$ cat src/apop_map.svh
// Constants of the converter output port: widths, latency, limits.
// Assumes inclusion by the package, the design files and the bench.
`ifndef APOP_MAP_SVH
`define APOP_MAP_SVH

`define APOP_WORD_W 12
`define APOP_LATENCY 6
`define APOP_CODE_MIN 12'h000
`define APOP_CODE_MAX 12'hFFF
`define APOP_RAW_W 14
`define APOP_CLK_MHZ 125
`define APOP_CONV_MIN_MHZ 1
`define APOP_CONV_TYP_MHZ 80

`endif

$ cat src/apop_pkg.sv
// Types shared by the converter output port.
// Assumes the map header is on the include path.
`include "apop_map.svh"

package apop_pkg;
  typedef logic [`APOP_WORD_W-1:0] apop_word_t;
  typedef enum logic {APOP_ACTIVE, APOP_SLEEP} apop_mode_t;
endpackage : apop_pkg

$ cat src/apop_delay_line.sv
// Fixed-depth pipeline delay line with valid bit; output from registers.
// Assumes one clock and a synchronous active-low reset.
`timescale 1ns/1ps
`default_nettype none
`include "apop_map.svh"

module apop_delay_line #(
  parameter int WIDTH = `APOP_WORD_W,
  parameter int DEPTH = `APOP_LATENCY
) (
  // Clock and reset
  input wire logic core_clk,
  input wire logic reset_n,
  // Stage control
  input wire logic shift_en,
  input wire logic in_valid,
  input wire logic [WIDTH-1:0] in_word,
  // Delayed result
  output logic out_valid,
  output logic [WIDTH-1:0] out_word
);
  logic [WIDTH-1:0] word_q [DEPTH];
  logic [WIDTH-1:0] word_d [DEPTH];
  logic [DEPTH-1:0] vld_q;
  logic [DEPTH-1:0] vld_d;

  always_comb begin
    word_d = word_q;
    vld_d = vld_q;
    if (shift_en) begin
      word_d[0] = in_word;
      vld_d[0] = in_valid;
      for (int i = 1; i < DEPTH; i++) begin
        word_d[i] = word_q[i-1];
        vld_d[i] = vld_q[i-1];
      end
    end
  end

  always_ff @(posedge core_clk) begin
    if (!reset_n) begin
      for (int i = 0; i < DEPTH; i++) begin
        word_q[i] <= '0;
      end
      vld_q <= '0;
    end else begin
      word_q <= word_d;
      vld_q <= vld_d;
    end
  end

  assign out_word = word_q[DEPTH-1];
  assign out_valid = vld_q[DEPTH-1];
endmodule : apop_delay_line

`default_nettype wire

$ cat src/apop_port.sv
// Digital output side of a pipelined 12-bit converter.
// Assumes conv_clk_in is a synchronous level sampled on core_clk.
//
// Contract
// Sample taken on conversion clock rising edge
// Partner keeps conversion clock 1 to 80 MHz
// Enable low drives word, high floats
// Sleep request high stops conversion
// Offset binary twelve bits, bit0 LSB
// Result emerges six conversion clocks later
// One result every conversion clock cycle
// Out-of-range inputs clamp to 0 or 4095
// Partner registers word once per clock
`timescale 1ns/1ps
`default_nettype none
`include "apop_map.svh"

module apop_port #(
  parameter int LATENCY = `APOP_LATENCY
) (
  // Clock and reset
  input wire logic core_clk,
  input wire logic reset_n,
  // Conversion clock and controls
  input wire logic conv_clk_in,
  input wire logic out_enable_n,
  input wire logic sleep_request,
  // Signed raw sample from the analog front end, two's complement
  input wire logic signed [`APOP_RAW_W-1:0] raw_sample,
  // Parallel output bus
  output logic [`APOP_WORD_W-1:0] sample_word,
  output logic [`APOP_WORD_W-1:0] sample_word_oe,
  output logic sample_valid
);
  // ==========================================================
  // Edge detect and mode
  logic conv_clk_q;
  logic conv_clk_d;
  logic conv_edge;
  apop_pkg::apop_mode_t mode_q;
  apop_pkg::apop_mode_t mode_d;

  assign conv_edge = conv_clk_in & ~conv_clk_q;

  always_comb begin
    conv_clk_d = conv_clk_in;
    mode_d = sleep_request ? apop_pkg::APOP_SLEEP : apop_pkg::APOP_ACTIVE;
  end

  always_ff @(posedge core_clk) begin
    if (!reset_n) begin
      conv_clk_q <= 1'b0;
      mode_q <= apop_pkg::APOP_ACTIVE;
    end else begin
      conv_clk_q <= conv_clk_d;
      mode_q <= mode_d;
    end
  end

  // ==========================================================
  // Clamp and offset-binary code
  function automatic apop_pkg::apop_word_t to_code(
    input logic signed [`APOP_RAW_W-1:0] raw
  );
    logic signed [`APOP_RAW_W-1:0] lo;
    logic signed [`APOP_RAW_W-1:0] hi;
    logic signed [`APOP_RAW_W-1:0] sum;
    lo = -(`APOP_RAW_W'(1) <<< (`APOP_WORD_W-1));
    hi = (`APOP_RAW_W'(1) <<< (`APOP_WORD_W-1)) - `APOP_RAW_W'(1);
    if (raw < lo) begin
      to_code = `APOP_CODE_MIN;
    end else if (raw > hi) begin
      to_code = `APOP_CODE_MAX;
    end else begin
      sum = raw - lo;
      to_code = sum[`APOP_WORD_W-1:0];
    end
  endfunction : to_code

  // Sleep stops new samples; the pipe holds still so stale words stay put.
  logic take;
  logic pipe_valid;
  logic [`APOP_WORD_W-1:0] pipe_word;
  assign take = conv_edge && (mode_q == apop_pkg::APOP_ACTIVE);

  apop_delay_line #(
    .WIDTH(`APOP_WORD_W),
    .DEPTH(LATENCY)
  ) u_pipe (
    .core_clk(core_clk),
    .reset_n(reset_n),
    .shift_en(take),
    .in_valid(1'b1),
    .in_word(to_code(raw_sample)),
    .out_valid(pipe_valid),
    .out_word(pipe_word)
  );

  // ==========================================================
  // Output drivers
  // Word leaves the last stage on the take that retires it: six edges old,
  // and no extra conversion edge is spent in this register.
  logic [`APOP_WORD_W-1:0] word_q;
  logic [`APOP_WORD_W-1:0] word_d;
  logic [`APOP_WORD_W-1:0] oe_q;
  logic [`APOP_WORD_W-1:0] oe_d;
  logic valid_q;
  logic valid_d;

  always_comb begin
    word_d = word_q;
    valid_d = 1'b0;
    if (take && pipe_valid) begin
      word_d = pipe_word;
      valid_d = 1'b1;
    end
    oe_d = out_enable_n ? '0 : '1;
  end

  always_ff @(posedge core_clk) begin
    if (!reset_n) begin
      word_q <= '0;
      oe_q <= '0;
      valid_q <= 1'b0;
    end else begin
      word_q <= word_d;
      oe_q <= oe_d;
      valid_q <= valid_d;
    end
  end

  assign sample_word = word_q;
  assign sample_word_oe = oe_q;
  assign sample_valid = valid_q;

  // ==========================================================
  // Fill count for checks
  // Saturates at the latency; only the assertions read it.
  localparam int FILL_W = $clog2(LATENCY + 1);
  logic [FILL_W-1:0] fill_q;
  logic [FILL_W-1:0] fill_d;

  always_comb begin
    fill_d = fill_q;
    if (take && (fill_q != FILL_W'(LATENCY))) begin
      fill_d = fill_q + 1'b1;
    end
  end

  always_ff @(posedge core_clk) begin
    if (!reset_n) begin
      fill_q <= '0;
    end else begin
      fill_q <= fill_d;
    end
  end

  // ==========================================================
  // Checks: output bus
  // Sampled reset in each |=> antecedent keeps the release edge quiet.
  a_oe_follows_pin: assert property (@(posedge core_clk) disable iff (!reset_n)
    (reset_n && out_enable_n) |=> (sample_word_oe == '0))
    else $error("bus not floated");
  a_oe_drives_all: assert property (@(posedge core_clk) disable iff (!reset_n)
    (reset_n && !out_enable_n) |=> (sample_word_oe == '1))
    else $error("bus not driven");
  a_oe_uniform: assert property (@(posedge core_clk) disable iff (!reset_n)
    (sample_word_oe == '0) || (sample_word_oe == '1))
    else $error("bus half driven");
  a_word_from_pipe: assert property (@(posedge core_clk) disable iff (!reset_n)
    (reset_n && take && pipe_valid) |=> (sample_word == $past(pipe_word)))
    else $error("word not from pipe");
  a_word_stable: assert property (@(posedge core_clk) disable iff (!reset_n)
    !sample_valid |-> $stable(sample_word))
    else $error("word changed");

  // ==========================================================
  // Checks: conversion and sleep
  a_edge_only_take: assert property (@(posedge core_clk) disable iff (!reset_n)
    take |-> (conv_clk_in && !conv_clk_q))
    else $error("take off edge");
  a_sleep_no_take: assert property (@(posedge core_clk) disable iff (!reset_n)
    (mode_q == apop_pkg::APOP_SLEEP) |-> !take)
    else $error("converted asleep");
  a_mode_follows_pin: assert property (@(posedge core_clk) disable iff (!reset_n)
    (reset_n && sleep_request) |=> (mode_q == apop_pkg::APOP_SLEEP))
    else $error("sleep not entered");
  a_mode_wakes: assert property (@(posedge core_clk) disable iff (!reset_n)
    (reset_n && !sleep_request) |=> (mode_q == apop_pkg::APOP_ACTIVE))
    else $error("sleep not left");
  a_asleep_frozen: assert property (@(posedge core_clk) disable iff (!reset_n)
    (reset_n && (mode_q == apop_pkg::APOP_SLEEP)) |=>
    ($stable(pipe_word) && !sample_valid))
    else $error("pipe moved asleep");

  // ==========================================================
  // Checks: latency and rate
  a_fill_before_out: assert property (@(posedge core_clk) disable iff (!reset_n)
    (take && pipe_valid) |-> (fill_q == FILL_W'(LATENCY)))
    else $error("result too early");
  a_full_gives_out: assert property (@(posedge core_clk) disable iff (!reset_n)
    (take && (fill_q == FILL_W'(LATENCY))) |-> pipe_valid)
    else $error("result too late");
  a_valid_on_edge: assert property (@(posedge core_clk) disable iff (!reset_n)
    sample_valid |-> $past(take))
    else $error("result off edge");
  a_result_per_edge: assert property (@(posedge core_clk) disable iff (!reset_n)
    (reset_n && take && pipe_valid) |=> sample_valid)
    else $error("result missing");
  a_valid_single: assert property (@(posedge core_clk) disable iff (!reset_n)
    (reset_n && sample_valid) |=> !sample_valid)
    else $error("valid too long");

  // ==========================================================
  // Checks: code
  a_clamp_high: assert property (@(posedge core_clk) disable iff (!reset_n)
    (raw_sample > 14'sd2047) |-> (to_code(raw_sample) == `APOP_CODE_MAX))
    else $error("no high clamp");
  a_clamp_low: assert property (@(posedge core_clk) disable iff (!reset_n)
    (raw_sample < -14'sd2048) |-> (to_code(raw_sample) == `APOP_CODE_MIN))
    else $error("no low clamp");
  a_zero_midscale: assert property (@(posedge core_clk) disable iff (!reset_n)
    (raw_sample == 14'sd0) |-> (to_code(raw_sample) == 12'h800))
    else $error("offset wrong");
endmodule : apop_port

`default_nettype wire

$ cat config.mk
export PLATFORM = sky130hd
export DESIGN_NAME = apop_port
export DESIGN_NICKNAME = d
export VERILOG_FILES = /design/src/apop_pkg.sv /design/src/apop_delay_line.sv /design/src/apop_port.sv
export VERILOG_INCLUDE_DIRS = /design/src
export SDC_FILE = /design/constraint.sdc
export NUM_CORES = 1
export LEC_CHECK = 0
export ABC_AREA = 1
export BUFFER_PORTS_ARGS = -buffer_cell sky130_fd_sc_hd__buf_2
export CORE_MARGIN = 5
export CORE_UTILIZATION = 50
export DETAILED_ROUTE_END_ITERATION = 12
export PLACE_DENSITY = 0.82
export SYNTH_ARGS = -nofsm -noshare
export SYNTH_HDL_FRONTEND = slang
export SYNTH_HIERARCHICAL = 1
export SYNTH_SLANG_ARGS = --single-unit
$ cat constraint.sdc
create_clock -name core_clk -period 2.3 [get_ports core_clk]
set_input_delay 0.345 -clock core_clk [delete_from_list [all_inputs] [get_ports core_clk]]
set_output_delay 0.345 -clock core_clk [all_outputs]
set_load 0.01 [all_outputs]
==> flow_summary_export.csv, run 1 <==
group,metric,value,unit
floorplan,coreArea,0.00813,sq mm
sta,clock_skew,0.00989,ns
worst_setup_path,endpoint_kind,"flop",
worst_setup_path,cp.depth,7,
global_routing,antenna_found_initial,0,
routing,viasPerCell,4.29,
cts,hold_buffers,0,
sta,finalSetupTns,0,ns
routing,first_iter_violations,162,
worst_setup_path,slowest_stage,"inv_4",
layout,layout_common_cells,"181 x nor2_1, 170 x nand2_1, 107 x inv_1",
logic_synthesis,seq_area_frac_synth,0.453,
hold_path,holdPathStages,2,
pwr,ir_worst_vdd,383,uV
sta,hold_viol,0,
routing,routedWlPerCell,8.50,um
layout,drive_gt1_frac,0.108,
routing,drt_wl_total,6410,um
placed_design,dpl.cell_count,739,
status,status,"completed",
cts,cts_made_buffers,9,
floorplan,io_pins,44,
routing,met1Wirelength,3020,um
routing,wl_met2,2960,um
layout,n_antenna_cell,0,
worst_setup_path,crit_chain,"inv_2, nand3_2, inv_4, buf_12, nand2_1, nand2_1, nor2_1",
cts,postCtsSetupRepairBufs,0,
global_routing,grt_pass1_vias,2897,
routing,ant_nets,0,
placed_design,dp_hpwl,4350,um
worst_setup_path,crit_required,2.55,ns
logic_synthesis,syn_avg_cell_area,6.48,sq um
layout,final_cells,754,
floorplan,die_y,101,um
pwr,p_total,0.00333,W
global_routing,grt_max_degree,57,
sta,slew_headroom,0.473,
hold_path,hold_end,"sample_word_oe[10]",
layout,final_util,0.544,
sta,fin_crit_sh,0.707,
logic_synthesis,synth_area,0.00415,sq mm
global_routing,grt_pass1_wl,11600,um
layout,final_common_cell,"nor2_1",
worst_setup_path,cp_slowest_stage_delay,0.35,ns
logic_synthesis,synth_seq_cells,94,
global_routing,grt_overflow,0,
sta,tightest_slew,0.791,ns
routing,drc,0,
hold_path,hp-class,"in -> reg",
worst_setup_path,rr_worst_depth,7,
worst_setup_path,cp_top_family,"buffers and inverters",
layout,area_growth,6.60,%
cts,cts_buffer_depth,2,
sta,fin_crit,1.63,ns
floorplan,die_area,0.0102,sq mm
floorplan,row_count,33,
layout,final_nets,664,
cts,post_cts_resized,0,
sta,drv_slew,0,
placed_design,portBuffers,43,
worst_setup_path,cpMostUsedCell,"nand2_1",
cts,clock_sinks,94,
worst_setup_path,cp_num_buf_inv,3,
worst_setup_path,critPathArrivalTime,1.87,ns
hold_path,hold_start,"out_enable_n",
worst_setup_path,r2r_end,"u_pipe/vld_q[2]",
worst_setup_path,cp_max_fo,56,
global_routing,gr-usage-all-layers,0.135,
logic_synthesis,synth.distinct_cells,19,
logic_synthesis,yosys_warnings,6,
logic_synthesis,synthCells,641,
cts,root_buffer,"clkbuf_8",
sta,setup_viol,0,
worst_setup_path,r2r_start,"mode_q",
sta,rsz0062_at_grt,"no",
layout,fillers,777,
cts,clk_pin_slew_worst_paths,0.09,ns
cts,cts_tree,"yes",
sta,hold-worst-slack,0.140,ns
sta,fmax,615,MHz
floorplan,die_w,101,um
cts,htree_levels,3,
cts,insertion_delay,0.35,ns
worst_setup_path,path_class,"reg -> reg",
routing,dr_wl_met3,387,um
placed_design,routabilityCongestion,0.732,
flow_run,drv_cap,0,
worst_setup_path,ff2ff_setup_slack,0.67,ns
logic_synthesis,synthesis.nets,660,
routing,highest-signal-layer,"met4",
routing,vias,3234,
pwr,power_leakage,2.21,nW
worst_setup_path,crit_path_start_kind,"flop",
pwr,power.density,753,mW/mm^2
routing,dr.pass1.iters,4,
floorplan,initial_core_util,0.511,
[Yosys cell counts, drive strengths merged]
cell	number	area, sq um
nor3	1	5.00
nand2	170	638
o21ai	12	60.1
inv	110	413
conb	1	3.75
a21oi	1	5.00
dfxtp	94	1880
nand4	12	75.1
buf	54	355
nand3	1	10.0
nor2	183	697
clkbuf	2	8.75
[worst register-to-register path, stage by stage, from the launching register on]
cell     delay (ns)
dfxtp_1        0.32
inv_2          0.17
nand3_2        0.19
inv_4          0.35
buf_12         0.30
nand2_1        0.10
nand2_1        0.06
nor2_1         0.04
[power breakdown]
| group | switching (W) | internal (W) | leakage, nW |
|---|---|---|---|
| Clock | 0.000541 | 0.000562 | 0.102 |
| Sequential | 0.0000556 | 0.00174 | 0.773 |
| Combinational | 0.000265 | 0.000169 | 1.33 |
[state kept, by name, summed over array words and instances (netlist names)]
register,count
sample_word,12
u_pipe/word_q,60
sample_word_oe,1
u_pipe/out_word,12
mode_q,1
conv_clk_q,1
u_pipe/vld_q,6
sample_valid,1
[cells by family (layout without fill, tap and decap cells)]
family | Yosys count | count (layout) | share of synthesized area
AO/OA/AOI/OAI | 13 | 13 | 0.0157
buffers and inverters | 166 | 174 | 0.187
flip-flops | 94 | 94 | 0.453
other | 1 | 1 | 0.000903
AND/OR/NAND/NOR | 367 | 367 | 0.343
[final cells by class]
cell class | count | area (sq um) | share of cell area
clock buffers | 11 | 151 | 0.0342
inverters | 110 | 415 | 0.0938
clock inverters | 4 | 55.1 | 0.0124
repair buffers | 49 | 298 | 0.0673
multi-input cells | 381 | 1490 | 0.337
well taps | 105 | 131 | 0.0297
flip-flops and latches | 94 | 1880 | 0.425
[worst max path at each step]
stage	startpoint	to
floorplan	mode_q	u_pipe/out_word[0]
global placement	mode_q	u_pipe/word_q[20]
detailed placement	mode_q	u_pipe/out_word[5]
CTS	mode_q	u_pipe/vld_q[2]
global route	mode_q	u_pipe/word_q[30]
finish	mode_q	u_pipe/vld_q[2]
[layer usage]
| metal | global-route usage | up-vias |
|---|---|---|
| li1 | - | 1813 |
| met1 | 0.159 | 1362 |
| met2 | 0.238 | 54 |
| met3 | 0.0393 | 5 |
| met4 | 0.0399 | 0 |
| met5 | 0 | - |
[stage by stage]
step | instance area [sq um] | setup slack (ns)
floorplan | 4150 | 1.20
global placement | 4220 | 0.760
detailed placement | 4220 | 0.686
CTS | 4430 | 0.679
global route | 4430 | 0.506
finish | 4430 | 0.674
Note: power is estimated with default switching activity, not from simulation.
==> run 2, diff against run 1 <==
Settings changed: ABC_AREA 1 to 0, PLACE_DENSITY 0.82 to 0.84.
Clock period 2.3 ns to 1.4 ns, I/O delays scaled along.
==> run 2 against run 1 <==
Compared with the run above:
- the flow now finishes with violations (negative setup slack)
- synthesized cell count shrank 41%
- wire length grew 9.7%
- sequential power grew 54%
- worst hold slack lost 0.11 ns
- sequential cell count is the same
- via count shrank 22%
- first-iteration DRC count shrank 16%
- die area shrank 3.7%
- clock-buffer cell count grew 1
==> flow_summary_export.csv, run 2 <==
group,metric,value,unit
placed_design,portBuffers,43,
routing,first_iter_violations,136,
pwr,power_leakage,1.74,nW
placed_design,routabilityCongestion,0.737,
routing,routedWlPerCell,13.9,um
sta,fin_crit_sh,1.00,
layout,n_antenna_cell,0,
logic_synthesis,synthTopCellsByArea,"dfxtp_1 47%, mux2i_1 23%, nor2b_1 12%, buf_4 5.5%, nand2_1 2.3%",
cts,clk_pin_slew_worst_paths,0.08,ns
pwr,comb_power_share,0.102,
worst_setup_path,crit_path_start_kind,"flop",
logic_synthesis,synthCells,378,
sta,clock_skew,0.00762,ns
logic_synthesis,synthTopCellsByCount,"94 x dfxtp_1, 90 x mux2i_1, 79 x nor2b_1",
floorplan,die_area,0.00985,sq mm
global_routing,gr-usage-all-layers,0.136,
status,violations,"negative setup slack",
pwr,power.internal,0.00411,W
logic_synthesis,synthesis.nets,397,
routing,viasPerCell,4.94,
logic_synthesis,synth.most_common_cell,"dfxtp_1",
cts,hold_buffers,0,
floorplan,coreArea,0.00773,sq mm
sta,rsz0062_at_grt,"yes",
logic_synthesis,synth_seq_cells,94,
worst_setup_path,path_class,"reg -> reg",
global_routing,use_met3,0.0281,
pwr,p_clk_frac,0.376,
global_routing,grt_overflow,0,
global_routing,grt_max_degree,107,
global_routing,grt_pass1_wl,10700,um
global_routing,grt_pass1_vias,2335,
sta,hold_viol,0,
sta,setup_viol,2,
layout,final_common_cell,"dfxtp_1",
floorplan,io_pins,44,
logic_synthesis,synth-async-reset-ratio,0,
routing,ant_nets,0,
pwr,p_switching,0.00115,W
routing,drt_wl_total,7030,um
cts,cts_made_buffers,9,
global_routing,grt_use_met1,0.161,
layout,final_nets,420,
sta,finalSetupTns,-0.0101,ns
floorplan,row_count,32,
sta,drv_slew,0,
logic_synthesis,yosys_warnings,6,
logic_synthesis,syn_avg_cell_area,10.5,sq um
logic_synthesis,seq_area_frac_synth,0.473,
cts,cts_buffer_depth,2,
global_routing,grt-busiest-layer,"met2",
logic_synthesis,synth.distinct_cells,18,
layout,largest_reg_flops,60,
routing,vias,2507,
logic_synthesis,synth_top_area_frac,0.473,
worst_setup_path,crit_required,1.65,ns
cts,insertion_delay,0.35,ns
pwr,pwr-share-seq,0.522,
routing,dr.pass1.iters,4,
cts,clock_sinks,94,
worst_setup_path,cp_max_fo,8,
layout,design_area,0.00458,sq mm
logic_synthesis,yosys.area.top_type,"dfxtp_1",
pwr,p_sw_frac,0.219,
pwr,power.density,1150,mW/mm^2
sta,fin_crit,1.41,ns
hold_path,hp-class,"in -> reg",
layout,area_growth,15.1,%
placed_design,dp_hpwl,4330,um
flow_run,drv_cap,0,
logic_synthesis,synth-main-ff-cell,"dfxtp_1",
floorplan,die_w,99.2,um
pwr,ir_worst_vdd,465,uV
sta,finalWorstSetupSlack,-0.00654,ns
floorplan,die_y,99.2,um
cts,htree_levels,3,
layout,layout_common_cells,"93 x dfxtp_1, 85 x mux2i_1, 79 x nor2b_1",
worst_setup_path,endpoint_kind,"flop",
status,status,"finished, violations left",
worst_setup_path,critPathArrivalTime,1.65,ns
routing,drc,0,
floorplan,initial_core_util,0.515,
layout,drive_gt1_frac,0.207,
global_routing,antenna_found_initial,0,
layout,largest-register,"u_pipe/word_q",
layout,fillers,614,
logic_synthesis,synth_area,0.00398,sq mm
logic_synthesis,synth_edf_count,0,
global_routing,met2_usage,0.222,
placed_design,dpl_cell_area,0.00413,sq mm
cts,root_buffer,"clkbuf_8",
sta,fmax,711,MHz
layout,final_cells,507,
placed_design,dpl.cell_count,483,
cts,cts_tree,"yes",
[run 2: changes by cell type in the layout (fill, tap and decap cells not counted), sizes merged, moves of 11 or more]
| cell | change |
|---|---|
| nor2 | -172 |
| a21boi | +11 |
| inv | -109 |
| o22ai | +11 |
| mux2i | +90 |
| nand2 | -146 |
| nand4 | -12 |
| nor2b | +79 |
| o21ai | -12 |
[run 2: final cells by class]
cell class / count / area, sq um / area share
repair buffers: 62 / 583 / 0.127
clock inverters: 3 / 67.6 / 0.0147
clock buffers: 12 / 155 / 0.0338
inverters: 2 / 7.51 / 0.00164
well taps: 102 / 128 / 0.0278
flip-flops and latches: 94 / 1880 / 0.411
multi-input cells: 232 / 1760 / 0.384
[run 2: cell families (layout without fill, tap and decap cells)]
| group | count (synthesis) | count (layout) | synth area share |
|---|---|---|---|
| buffers and inverters | 52 | 79 | 0.0949 |
| and+or+nand+nor | 119 | 119 | 0.167 |
| AOI/OAI and AO/OA | 22 | 22 | 0.0380 |
| DFF | 94 | 94 | 0.473 |
| other | 1 | 1 | 0.000942 |
| muxes | 90 | 90 | 0.226 |
[run 2: worst paths after layout]
path / start / to / slack (ns) / depth (start not counted)
setup / recovery: mode_q / u_pipe/word_q[22] / -0.007 / 6
hold / removal: out_enable_n / sample_word_oe[10] / 0.03 / 2
setup reg to reg: mode_q / u_pipe/word_q[22] / -0.007 / 6
hold reg to reg: sample_word[2] / sample_word[2] / 0.46 / 2
[run 2: metal layers]
| layer | wire length [um] | vias up |
|---|---|---|
| met5 | 0 | - |
| met1 | 3270 | 1181 |
| met4 | 147 | 0 |
| li1 | - | 1278 |
| met2 | 3370 | 38 |
| met3 | 239 | 10 |
[run 2: power by group through the flow]
stage	Sequential, W	Combinational (W)	Clock [W]
floorplan	0.00280	0.000349	0
finish	0.00275	0.000535	0.00198
global placement	0.00281	0.000433	0
global route	0.00275	0.000573	0.00213
detailed placement	0.00281	0.000441	0
CTS	0.00275	0.000444	0.00200
[run 2: stage by stage]
stage	setup WS [ns]	total power, W	hold slack, ns	utilization
floorplan	0.140	0.00315	0.282	-
global placement	0.0977	0.00324	0.370	0.535
detailed placement	0.0363	0.00325	0.400	0.535
CTS	0.0169	0.00519	0.0182	0.564
global route	-0.0556	0.00546	0.0227	0.593
finish	-0.00654	0.00526	0.0276	0.593
[run 2: timing repair]
action                     4_1_cts  5_1_grt
setup endpoints to repair        0       36
setup buffers                    0        3
gates resized for setup          0        9
[run 2: worst max-delay path, stage by stage, from the launching register on]
cell     delay (ns)
dfxtp_2        0.34
nor3b_4        0.23
buf_12         0.15
buf_12         0.14
buf_12         0.14
mux2i_1        0.21
nor2b_1        0.08
